--- config.mk ---
export PLATFORM = sky130hd
export DESIGN_NAME = pmn_perf_monitor
export DESIGN_NICKNAME = d
export VERILOG_FILES = /design/src/rtl/pmn_pkg.sv /design/src/rtl/pmn_cnt_if.sv /design/src/rtl/pmn_counter.sv /design/src/rtl/pmn_perf_monitor.sv
export SDC_FILE = /design/constraint.sdc
export NUM_CORES = 1
export LEC_CHECK = 0
export BUFFER_PORTS_ARGS = -buffer_cell sky130_fd_sc_hd__buf_2
export CELL_PAD_IN_SITES_DETAIL_PLACEMENT = 0
export CELL_PAD_IN_SITES_GLOBAL_PLACEMENT = 1
export CORE_UTILIZATION = 43
export DETAILED_ROUTE_END_ITERATION = 10
export PLACE_DENSITY_LB_ADDON = 0.1
export SYNTH_ARGS = -nofsm -noshare
export SYNTH_HDL_FRONTEND = slang
export SYNTH_SLANG_ARGS = --single-unit
--- constraint.sdc ---
create_clock -name mclk -period 2.55 [get_ports mclk]
set_input_delay 0.255 -clock mclk [delete_from_list [all_inputs] [get_ports mclk]]
set_output_delay 0.255 -clock mclk [all_outputs]
set_load 0.005 [all_outputs]
--- src/rtl/pmn_pkg.sv ---
// constants for the performance monitor counter bank
package pmn_pkg;
	// ------------------------------------------------------------
	// widths
	// ------------------------------------------------------------
	localparam int          PMN_CNT_W     = 16;
	localparam int          PMN_ADDR_W    = 12;
	localparam int          PMN_DATA_W    = 32;
	localparam int          PMN_NUM_CNT   = 4;
	// ------------------------------------------------------------
	// register byte offsets
	// ------------------------------------------------------------
	localparam logic [11:0] PMN_STATUS_OFS = 12'h0500;
	localparam logic [11:0] PMN_RXOVF_OFS  = 12'h0504;
	localparam logic [11:0] PMN_TXUNF_OFS  = 12'h0508;
	localparam logic [11:0] PMN_SEL1_OFS   = 12'h050C;
	localparam logic [11:0] PMN_SEL2_OFS   = 12'h0510;
	// ------------------------------------------------------------
	// counter indices and status bit positions
	// ------------------------------------------------------------
	localparam int          PMN_IDX_RXOVF  = 0;
	localparam int          PMN_IDX_TXUNF  = 1;
	localparam int          PMN_IDX_SEL1   = 2;
	localparam int          PMN_IDX_SEL2   = 3;
	localparam int          PMN_SEEN_LSB   = 2;
	// ------------------------------------------------------------
	// values
	// ------------------------------------------------------------
	localparam logic [15:0] PMN_CNT_SAT    = 16'hFFFF;
	localparam logic [15:0] PMN_CNT_RST    = 16'h0000;
	localparam logic [31:0] PMN_RD_RST     = 32'h0000_0000;
	localparam logic [3:0]  PMN_BE_NONE_N  = 4'hF;
endpackage : pmn_pkg
--- src/rtl/pmn_cnt_if.sv ---
// signals between the register front end and one event counter
`timescale 1ns/1ns
`default_nettype none
interface pmn_cnt_if;
	import pmn_pkg::*;
	logic                 trig;   // accumulation trigger pulse
	logic                 evt;    // event pulse
	logic [PMN_CNT_W-1:0] count;  // running count of current interval
	logic [PMN_CNT_W-1:0] tally;  // holding value of previous interval
	logic                 seen;   // holding value is non-zero
	modport cnt (input trig, input evt, output count, output tally, output seen);
	modport ctl (output trig, output evt, input count, input tally, input seen);
endinterface : pmn_cnt_if
`default_nettype wire

--- src/rtl/pmn_counter.sv ---
// one saturating event counter with holding register and detect flag
`timescale 1ns/1ns
`default_nettype none
module pmn_counter
	import pmn_pkg::*;
(
	input  wire logic mclk,     // system clock
	input  wire logic rst_b,    // synchronous reset, active low
	input  wire logic ce,       // clock enable
	pmn_cnt_if.cnt    port_c    // trigger, event and results
);
	logic [PMN_CNT_W-1:0] count_r;
	logic [PMN_CNT_W-1:0] count_nxt;
	logic [PMN_CNT_W-1:0] tally_r;
	logic                 seen_r;

	// ------------------------------------------------------------
	// running count
	// ------------------------------------------------------------
	always_comb begin
		if (port_c.trig) begin
			// an event in the trigger cycle opens the new interval
			count_nxt = port_c.evt ? PMN_CNT_W'(1) : PMN_CNT_RST;
		end else if (port_c.evt && count_r != PMN_CNT_SAT) begin
			count_nxt = count_r + PMN_CNT_W'(1);
		end else begin
			count_nxt = count_r;
		end
	end

	always_ff @(posedge mclk) begin
		if (!rst_b) begin
			count_r <= PMN_CNT_RST;
		end else if (ce) begin
			count_r <= count_nxt;
		end
	end

	// ------------------------------------------------------------
	// holding register and detect flag
	// ------------------------------------------------------------
	always_ff @(posedge mclk) begin
		if (!rst_b) begin
			tally_r <= PMN_CNT_RST;
			seen_r  <= 1'b0;
		end else if (ce && port_c.trig) begin
			tally_r <= count_r;
			seen_r  <= (count_r != PMN_CNT_RST);
		end
	end

	assign port_c.count = count_r;
	assign port_c.tally = tally_r;
	assign port_c.seen  = seen_r;
endmodule : pmn_counter
`default_nettype wire

--- src/rtl/pmn_perf_monitor.sv ---
// performance monitor: four event counters behind a 32-bit register port
// ------------------------------------------------------------
// ------------------------------------------------------------
`timescale 1ns/1ns
`default_nettype none
module pmn_perf_monitor
	import pmn_pkg::*;
(
	input  wire logic                  mclk,               // system clock, 250 MHz
	input  wire logic                  rst_b,              // synchronous reset, active low
	input  wire logic                  ce,                 // clock enable, freezes all state when low
	input  wire logic                  accum_trigger,      // one-cycle pulse: trigger register written
	input  wire logic                  rx_overflow_evt,    // one-cycle receive overflow event
	input  wire logic                  tx_underflow_evt,   // one-cycle transmit underflow event
	input  wire logic                  select_event1_evt,  // one-cycle selected event, counter one
	input  wire logic                  select_event2_evt,  // one-cycle selected event, counter two
	input  wire logic                  reg_req,            // register access request
	input  wire logic                  reg_wr,             // high for write, low for read
	input  wire logic [PMN_ADDR_W-1:0] reg_addr,           // byte address
	input  wire logic [PMN_DATA_W-1:0] reg_wdata,          // write data, ignored by read-only map
	input  wire logic [3:0]            byte_lane_select_n, // byte enables, active low
	output logic      [PMN_DATA_W-1:0] reg_rdata,          // read data, registered
	output logic                       reg_rvalid          // one-cycle read answer
);
	// ------------------------------------------------------------
	// counter bank
	// ------------------------------------------------------------
	pmn_cnt_if cnt_if [PMN_NUM_CNT] ();

	logic [PMN_NUM_CNT-1:0] evt_vec;
	logic [PMN_CNT_W-1:0]   tally_w [PMN_NUM_CNT];
	logic [PMN_CNT_W-1:0]   count_w [PMN_NUM_CNT];
	logic [PMN_NUM_CNT-1:0] seen_w;

	assign evt_vec[PMN_IDX_RXOVF] = rx_overflow_evt;
	assign evt_vec[PMN_IDX_TXUNF] = tx_underflow_evt;
	assign evt_vec[PMN_IDX_SEL1]  = select_event1_evt;
	assign evt_vec[PMN_IDX_SEL2]  = select_event2_evt;

	for (genvar gi = 0; gi < PMN_NUM_CNT; gi++) begin : g_cnt
		assign cnt_if[gi].trig = accum_trigger;
		assign cnt_if[gi].evt  = evt_vec[gi];
		assign tally_w[gi]     = cnt_if[gi].tally;
		assign count_w[gi]     = cnt_if[gi].count;
		assign seen_w[gi]      = cnt_if[gi].seen;
		pmn_counter u_cnt (
			.mclk   (mclk),
			.rst_b  (rst_b),
			.ce     (ce),
			.port_c (cnt_if[gi])
		);
	end

	// ------------------------------------------------------------
	// register read decode
	// ------------------------------------------------------------
	logic                  acc_ok;
	logic [PMN_ADDR_W-1:0] word_addr;
	logic [PMN_DATA_W-1:0] rd_mux;
	logic [PMN_DATA_W-1:0] reg_rdata_r;
	logic                  reg_rvalid_r;

	// any lane pattern other than all-off is a full-word access
	assign acc_ok    = reg_req && (byte_lane_select_n != PMN_BE_NONE_N);
	assign word_addr = {reg_addr[PMN_ADDR_W-1:2], 2'b00};

	always_comb begin
		rd_mux = PMN_RD_RST;
		unique case (word_addr)
			PMN_STATUS_OFS: rd_mux[PMN_SEEN_LSB +: PMN_NUM_CNT] = seen_w;
			PMN_RXOVF_OFS:  rd_mux[PMN_CNT_W-1:0] = tally_w[PMN_IDX_RXOVF];
			PMN_TXUNF_OFS:  rd_mux[PMN_CNT_W-1:0] = tally_w[PMN_IDX_TXUNF];
			PMN_SEL1_OFS:   rd_mux[PMN_CNT_W-1:0] = tally_w[PMN_IDX_SEL1];
			PMN_SEL2_OFS:   rd_mux[PMN_CNT_W-1:0] = tally_w[PMN_IDX_SEL2];
			default:        rd_mux = PMN_RD_RST;
		endcase
	end

	// ------------------------------------------------------------
	// read answer; writes to this read-only map have no effect
	// ------------------------------------------------------------
	always_ff @(posedge mclk) begin
		if (!rst_b) begin
			reg_rdata_r  <= PMN_RD_RST;
			reg_rvalid_r <= 1'b0;
		end else if (ce) begin
			reg_rvalid_r <= acc_ok && !reg_wr;
			if (acc_ok && !reg_wr) begin
				reg_rdata_r <= rd_mux;
			end
		end
	end

	assign reg_rdata  = reg_rdata_r;
	assign reg_rvalid = reg_rvalid_r;

	// ------------------------------------------------------------
	// checks
	// ------------------------------------------------------------
	a_seen_two: assert property (@(posedge mclk) disable iff (!rst_b)
		ce && accum_trigger |=> seen_w[PMN_IDX_SEL2] == ($past(count_w[PMN_IDX_SEL2]) != PMN_CNT_RST))
		else $error("second selectable detect flag does not follow its tally");

	a_rd_status: assert property (@(posedge mclk) disable iff (!rst_b)
		ce && acc_ok && !reg_wr && word_addr == PMN_STATUS_OFS
		|=> reg_rvalid && reg_rdata == {26'h000_0000, $past(seen_w), 2'b00})
		else $error("status read returned wrong flags");

	a_rd_rxovf: assert property (@(posedge mclk) disable iff (!rst_b)
		ce && acc_ok && !reg_wr && word_addr == PMN_RXOVF_OFS
		|=> reg_rdata == {16'h0000, $past(tally_w[PMN_IDX_RXOVF])})
		else $error("receive overflow tally read wrong");

	a_rd_txunf: assert property (@(posedge mclk) disable iff (!rst_b)
		ce && acc_ok && !reg_wr && word_addr == PMN_TXUNF_OFS
		|=> reg_rdata == {16'h0000, $past(tally_w[PMN_IDX_TXUNF])})
		else $error("transmit underflow tally read wrong");

	a_rd_sel1: assert property (@(posedge mclk) disable iff (!rst_b)
		ce && acc_ok && !reg_wr && word_addr == PMN_SEL1_OFS
		|=> reg_rdata == {16'h0000, $past(tally_w[PMN_IDX_SEL1])})
		else $error("first selectable tally read wrong");

	a_rd_sel2: assert property (@(posedge mclk) disable iff (!rst_b)
		ce && acc_ok && !reg_wr && word_addr == PMN_SEL2_OFS
		|=> reg_rdata == {16'h0000, $past(tally_w[PMN_IDX_SEL2])})
		else $error("second selectable tally read wrong");

	a_trig_snap: assert property (@(posedge mclk) disable iff (!rst_b)
		ce && accum_trigger && !rx_overflow_evt
		|=> count_w[PMN_IDX_RXOVF] == PMN_CNT_RST && tally_w[PMN_IDX_RXOVF] == $past(count_w[PMN_IDX_RXOVF]))
		else $error("trigger did not snapshot and clear the count");

	a_trig_evt: assert property (@(posedge mclk) disable iff (!rst_b)
		ce && accum_trigger && tx_underflow_evt |=> count_w[PMN_IDX_TXUNF] == 16'h0001)
		else $error("event in trigger cycle was lost");

	a_part_lane: assert property (@(posedge mclk) disable iff (!rst_b)
		ce && reg_req && !reg_wr && byte_lane_select_n != PMN_BE_NONE_N |=> reg_rvalid)
		else $error("partial lane read was not answered as a full word");

	a_no_lane: assert property (@(posedge mclk) disable iff (!rst_b)
		ce && reg_req && byte_lane_select_n == PMN_BE_NONE_N |=> !reg_rvalid)
		else $error("access with all lanes off was answered");

	a_sat_hold: assert property (@(posedge mclk) disable iff (!rst_b)
		ce && !accum_trigger && count_w[PMN_IDX_SEL1] == PMN_CNT_SAT
		|=> count_w[PMN_IDX_SEL1] == PMN_CNT_SAT)
		else $error("counter wrapped past all ones");

	a_ce_freeze: assert property (@(posedge mclk) disable iff (!rst_b)
		!ce |=> $stable(reg_rdata) && $stable(reg_rvalid) && $stable(tally_w[PMN_IDX_SEL2]))
		else $error("state moved while clock enable was low");

	a_ce_count: assert property (@(posedge mclk) disable iff (!rst_b)
		!ce
		|=> $stable(count_w[PMN_IDX_RXOVF]) && $stable(seen_w))
		else $error("count or flags moved while clock enable was low");

	a_seen_rx: assert property (@(posedge mclk) disable iff (!rst_b)
		ce && accum_trigger
		|=> seen_w[PMN_IDX_RXOVF] == ($past(count_w[PMN_IDX_RXOVF]) != PMN_CNT_RST))
		else $error("overflow detect flag does not follow its tally");

	a_seen_tx: assert property (@(posedge mclk) disable iff (!rst_b)
		ce && accum_trigger
		|=> seen_w[PMN_IDX_TXUNF] == ($past(count_w[PMN_IDX_TXUNF]) != PMN_CNT_RST))
		else $error("underflow detect flag does not follow its tally");

	a_seen_sel1: assert property (@(posedge mclk) disable iff (!rst_b)
		ce && accum_trigger
		|=> seen_w[PMN_IDX_SEL1] == ($past(count_w[PMN_IDX_SEL1]) != PMN_CNT_RST))
		else $error("first selectable detect flag does not follow its tally");

	a_snap_tx: assert property (@(posedge mclk) disable iff (!rst_b)
		ce && accum_trigger
		|=> tally_w[PMN_IDX_TXUNF] == $past(count_w[PMN_IDX_TXUNF]))
		else $error("trigger did not snapshot the underflow count");

	a_snap_sel1: assert property (@(posedge mclk) disable iff (!rst_b)
		ce && accum_trigger
		|=> tally_w[PMN_IDX_SEL1] == $past(count_w[PMN_IDX_SEL1]))
		else $error("trigger did not snapshot the first selectable count");

	a_snap_sel2: assert property (@(posedge mclk) disable iff (!rst_b)
		ce && accum_trigger
		|=> tally_w[PMN_IDX_SEL2] == $past(count_w[PMN_IDX_SEL2]))
		else $error("trigger did not snapshot the second selectable count");

	a_clr_sel2: assert property (@(posedge mclk) disable iff (!rst_b)
		ce && accum_trigger && !select_event2_evt
		|=> count_w[PMN_IDX_SEL2] == PMN_CNT_RST)
		else $error("trigger did not clear the second selectable count");

	a_tally_hold: assert property (@(posedge mclk) disable iff (!rst_b)
		ce && !accum_trigger
		|=> $stable(tally_w[PMN_IDX_RXOVF]) && $stable(seen_w))
		else $error("holding register moved without a trigger");

	a_cnt_step: assert property (@(posedge mclk) disable iff (!rst_b)
		ce && !accum_trigger && rx_overflow_evt && count_w[PMN_IDX_RXOVF] != PMN_CNT_SAT
		|=> count_w[PMN_IDX_RXOVF] == $past(count_w[PMN_IDX_RXOVF]) + PMN_CNT_W'(1))
		else $error("overflow event was not counted");

	a_cnt_idle: assert property (@(posedge mclk) disable iff (!rst_b)
		ce && !accum_trigger && !rx_overflow_evt
		|=> $stable(count_w[PMN_IDX_RXOVF]))
		else $error("overflow count moved without an event");

	a_sat_reach: assert property (@(posedge mclk) disable iff (!rst_b)
		ce && !accum_trigger && select_event1_evt && count_w[PMN_IDX_SEL1] == PMN_CNT_SAT - PMN_CNT_W'(1)
		|=> count_w[PMN_IDX_SEL1] == PMN_CNT_SAT)
		else $error("counter did not reach all ones");

	a_wr_silent: assert property (@(posedge mclk) disable iff (!rst_b)
		ce && acc_ok && reg_wr
		|=> !reg_rvalid && $stable(reg_rdata))
		else $error("write to the read-only map changed the read port");

	a_no_lane_data: assert property (@(posedge mclk) disable iff (!rst_b)
		ce && reg_req && byte_lane_select_n == PMN_BE_NONE_N
		|=> $stable(reg_rdata))
		else $error("access with all lanes off changed the read data");

	a_rv_pulse: assert property (@(posedge mclk) disable iff (!rst_b)
		ce && !(acc_ok && !reg_wr)
		|=> !reg_rvalid)
		else $error("read answer without a read request");
endmodule : pmn_perf_monitor
`default_nettype wire

==> impl_metrics.ini <==
[flow_run]
cap_viol_max_count = 0

[cts]
cts_buffers = 17
clk_pin_slew_worst_paths_ns = 0.06
cts_max_path_buffers = 2
cts_sinks = 149
post_cts_buffers = 0
clock_latency_ns = 0.43
cts_tree = done
htree_levels = 4
root_buffer = clkbuf_16
cts_resized = 0
postCtsHoldBufs = 0

[status]
status = complete, no violations

[power]
clkPwrFrac_pct = 49.0
p_leak_nw = 2.95
power.internal_mw = 3.94
p_sw_mw = 1.27
switching_share_pct = 24.3
powerDensity_nw_per_um2 = 626
pwr-share-comb_pct = 5.7
peakVddDrop_uv = 485
seqPwrFrac_pct = 45.3
total_power_mw = 5.20

[place]
gp_congestion = 0.857
port_buffers = 40
place_inst = 1143
placedInstanceArea_sq_um = 7710
dpl.hpwl_mm = 15.7
pre_cts_ws_ns = 0.311

[drt]
detail-route-antenna-nets = 0
wl_per_cell_um = 18.8
drtIter0Drc = 547
routed_wirelength_mm = 22.1
drc = 0
first_pass_iters = 7
via_per_inst = 5.92
vias = 6954

[synth]
ys_seq_area_share_pct = 40.6
synth_edf_count = 0
syn-cell-area_sq_um = 7350
netlist.area_leader.share_pct = 40.6
ys_top_cells_by_area = dfxtp_1 (41%), nand2_1 (10%), a21oi_1 (6.3%)
ys_types = 72
synthArstFlopShare_pct = 0
synthCells = 928
synth_top_area_cell = dfxtp_1
syn_avg_cell_area_sq_um = 7.92
synthFlopType = dfxtp_1
ys_seq_elements = 149
yosys_warnings = 0

[critical_path]
crit_arrival_ns = 2.64
critical_path_class = register to register
critPathLaunchType = register
path_max_fanout = 7
end_kind = register
required_ns = 2.90

[sta]
fin_setup_tns_ns = 0
finClkSkew_ns = 0.00787
finalHoldViolCount = 0
fmax_mhz = 437
setup_viol = 0
worst_slack_ns = 0.264
holdWs_ns = 0.149
tightest_slew_ns = 0.811
rsz0062_at_grt = false
slew_headroom_pct = 45.5
period_minus_slack_ns = 2.29
final.period_utilization_pct = 89.6
report.final.slew_viol_count = 0

[die]
die_width_um = 133
pin_count = 91
dieArea_sq_um = 17600
die_h_um = 133
start_util_pct = 44.2
coreArea_sq_um = 16600
rows = 47

[grt]
grt_max_degree = 74
antenna_found_initial = 0
grt_pass1_wl_mm = 35.1
overflow = 0
grt_use_total_pct = 25.7
grt_pass1_vias = 6317

[cells_and_area]
antenna_cells = 0
multi_input_area_sq_um = 3940
drive_above_1_share_pct = 14.2
seqCellArea_sq_um = 2980
final_cells = 1175
fin_area_sq_um = 8310
syn2layout_area_growth_pct = 13.0
fill_cells = 1639
final_nets = 1008
finalCoreUtilization_pct = 49.9

[hold_path]
hp-class = input pin to register
==> worst paths after layout <==
path | start | end | slack, ns | cells after the start
max | g_cnt[1].u_cnt.port_c.count[0] | g_cnt[1].u_cnt.port_c.count[4] | 0.26 | 6
min | select_event1_evt | g_cnt[2].u_cnt.port_c.count[6] | 0.15 | 3
max reg2reg | g_cnt[1].u_cnt.port_c.count[0] | g_cnt[1].u_cnt.port_c.count[4] | 0.26 | 6
min reg2reg | reg_rdata[12] | reg_rdata[12] | 0.45 | 2
==> per-layer routing <==
metal	wire (um)	global-route usage (%)	vias to the layer above
li1	-	-	3385
met1	10300	35.7	3343
met2	10200	41.1	204
met3	1200	3.56	22
met4	323	8.17	0
met5	0	0	-
==> synth_stat cells (8+ instances only) <==
cell type  instances
nor4_1            17
and2_1            13
buf_4             16
inv_1             16
and3_1            13
mux2_2            18
nand4_1           25
or4_1             12
a21oi_1           92
nand3_1           32
o21ai_1            9
dfxtp_1          149
nor3_1            10
ha_1               8
buf_2              8
a222oi_1          11
nand2_1          199
o21ai_0           46
clkbuf_1          53
nor2_1            36
a31oi_1           25
o31ai_1            8
==> critical path, stage by stage, from the launching register on <==
cell and delay (ns):
dfxtp_1 0.45, ha_1 0.27, nand4_1 0.21, or4_1 0.54, a21oi_1 0.48, o21ai_0 0.17
o21ai_0 0.09
==> sequential cells by signal, indices dropped and copies added, names as in the netlist <==
register,cells
g_cnt.u_cnt.port_c.count,64
g_cnt.u_cnt.port_c.seen,4
g_cnt.u_cnt.port_c.tally,64
reg_rdata,16
reg_rvalid,1
==> cells in the final DEF (no fill, tap or decap), types with 3 or more instances in the layout <==
cell type  netlist  final
a41oi_1          5      5
conb_1           1     16
o211ai_1         5      5
and3_1          13     13
and4_1           7      7
o311ai_0         3      3
o41ai_1          5      5
nor4b_1          4      4
xnor2_1          5      5
nor4_1          17     17
mux2_2          18     18
inv_1           16     15
a31o_2           3      3
buf_12           0      3
mux2i_1          4      4
o21ai_1          9      9
dfxtp_1        149    149
a31oi_1         25     25
nand3_1         32     32
o221a_2          3      3
o31ai_1          8      8
nor2_1          36     35
clkinv_4         0      3
inv_6            0      4
buf_2            8     40
buf_4           16     25
and2_1          13     13
nand4_1         25     25
a2111oi_0        3      3
ha_1             8      8
clkbuf_16        0     17
or4_1           12     12
o31a_1           4      4
a21oi_1         92     92
a222oi_1        11     11
o21ai_0         46     46
nor3_1          10     10
a32oi_1          5      5
nand2_1        199    198
==> final cells by class <==
class	instances	share of cell area, %
inverter	16	0.723
clock buffer	19	5.45
multi-input combinational	690	47.4
sequential	149	35.9
tap	220	3.31
clock inverter	13	1.76
timing repair buffer	68	5.39
==> logic make-up (layout without fill, tap and decap cells) <==
group / Yosys count / count (layout) / synth area share (%)
flops: 149 / 149 / 40.6
mux: 22 / 22 / 3.30
other cells: 1 / 16 / 0.0510
xor+xnor: 6 / 6 / 0.715
fa+ha+maj: 8 / 8 / 1.36
buf+inv: 104 / 116 / 6.74
simple gates: 383 / 383 / 25.3
compound gates: 255 / 255 / 22.0
==> power by group through the flow <==
stage,Sequential [mW],Clock [mW],Combinational (mW)
floorplan,2.40,0,0.192
global placement,2.41,0,0.292
detailed placement,2.41,0,0.295
CTS,2.36,2.59,0.296
global route,2.36,2.70,0.324
finish,2.36,2.55,0.297
No activity file was read; power rests on OpenSTA's default activity.
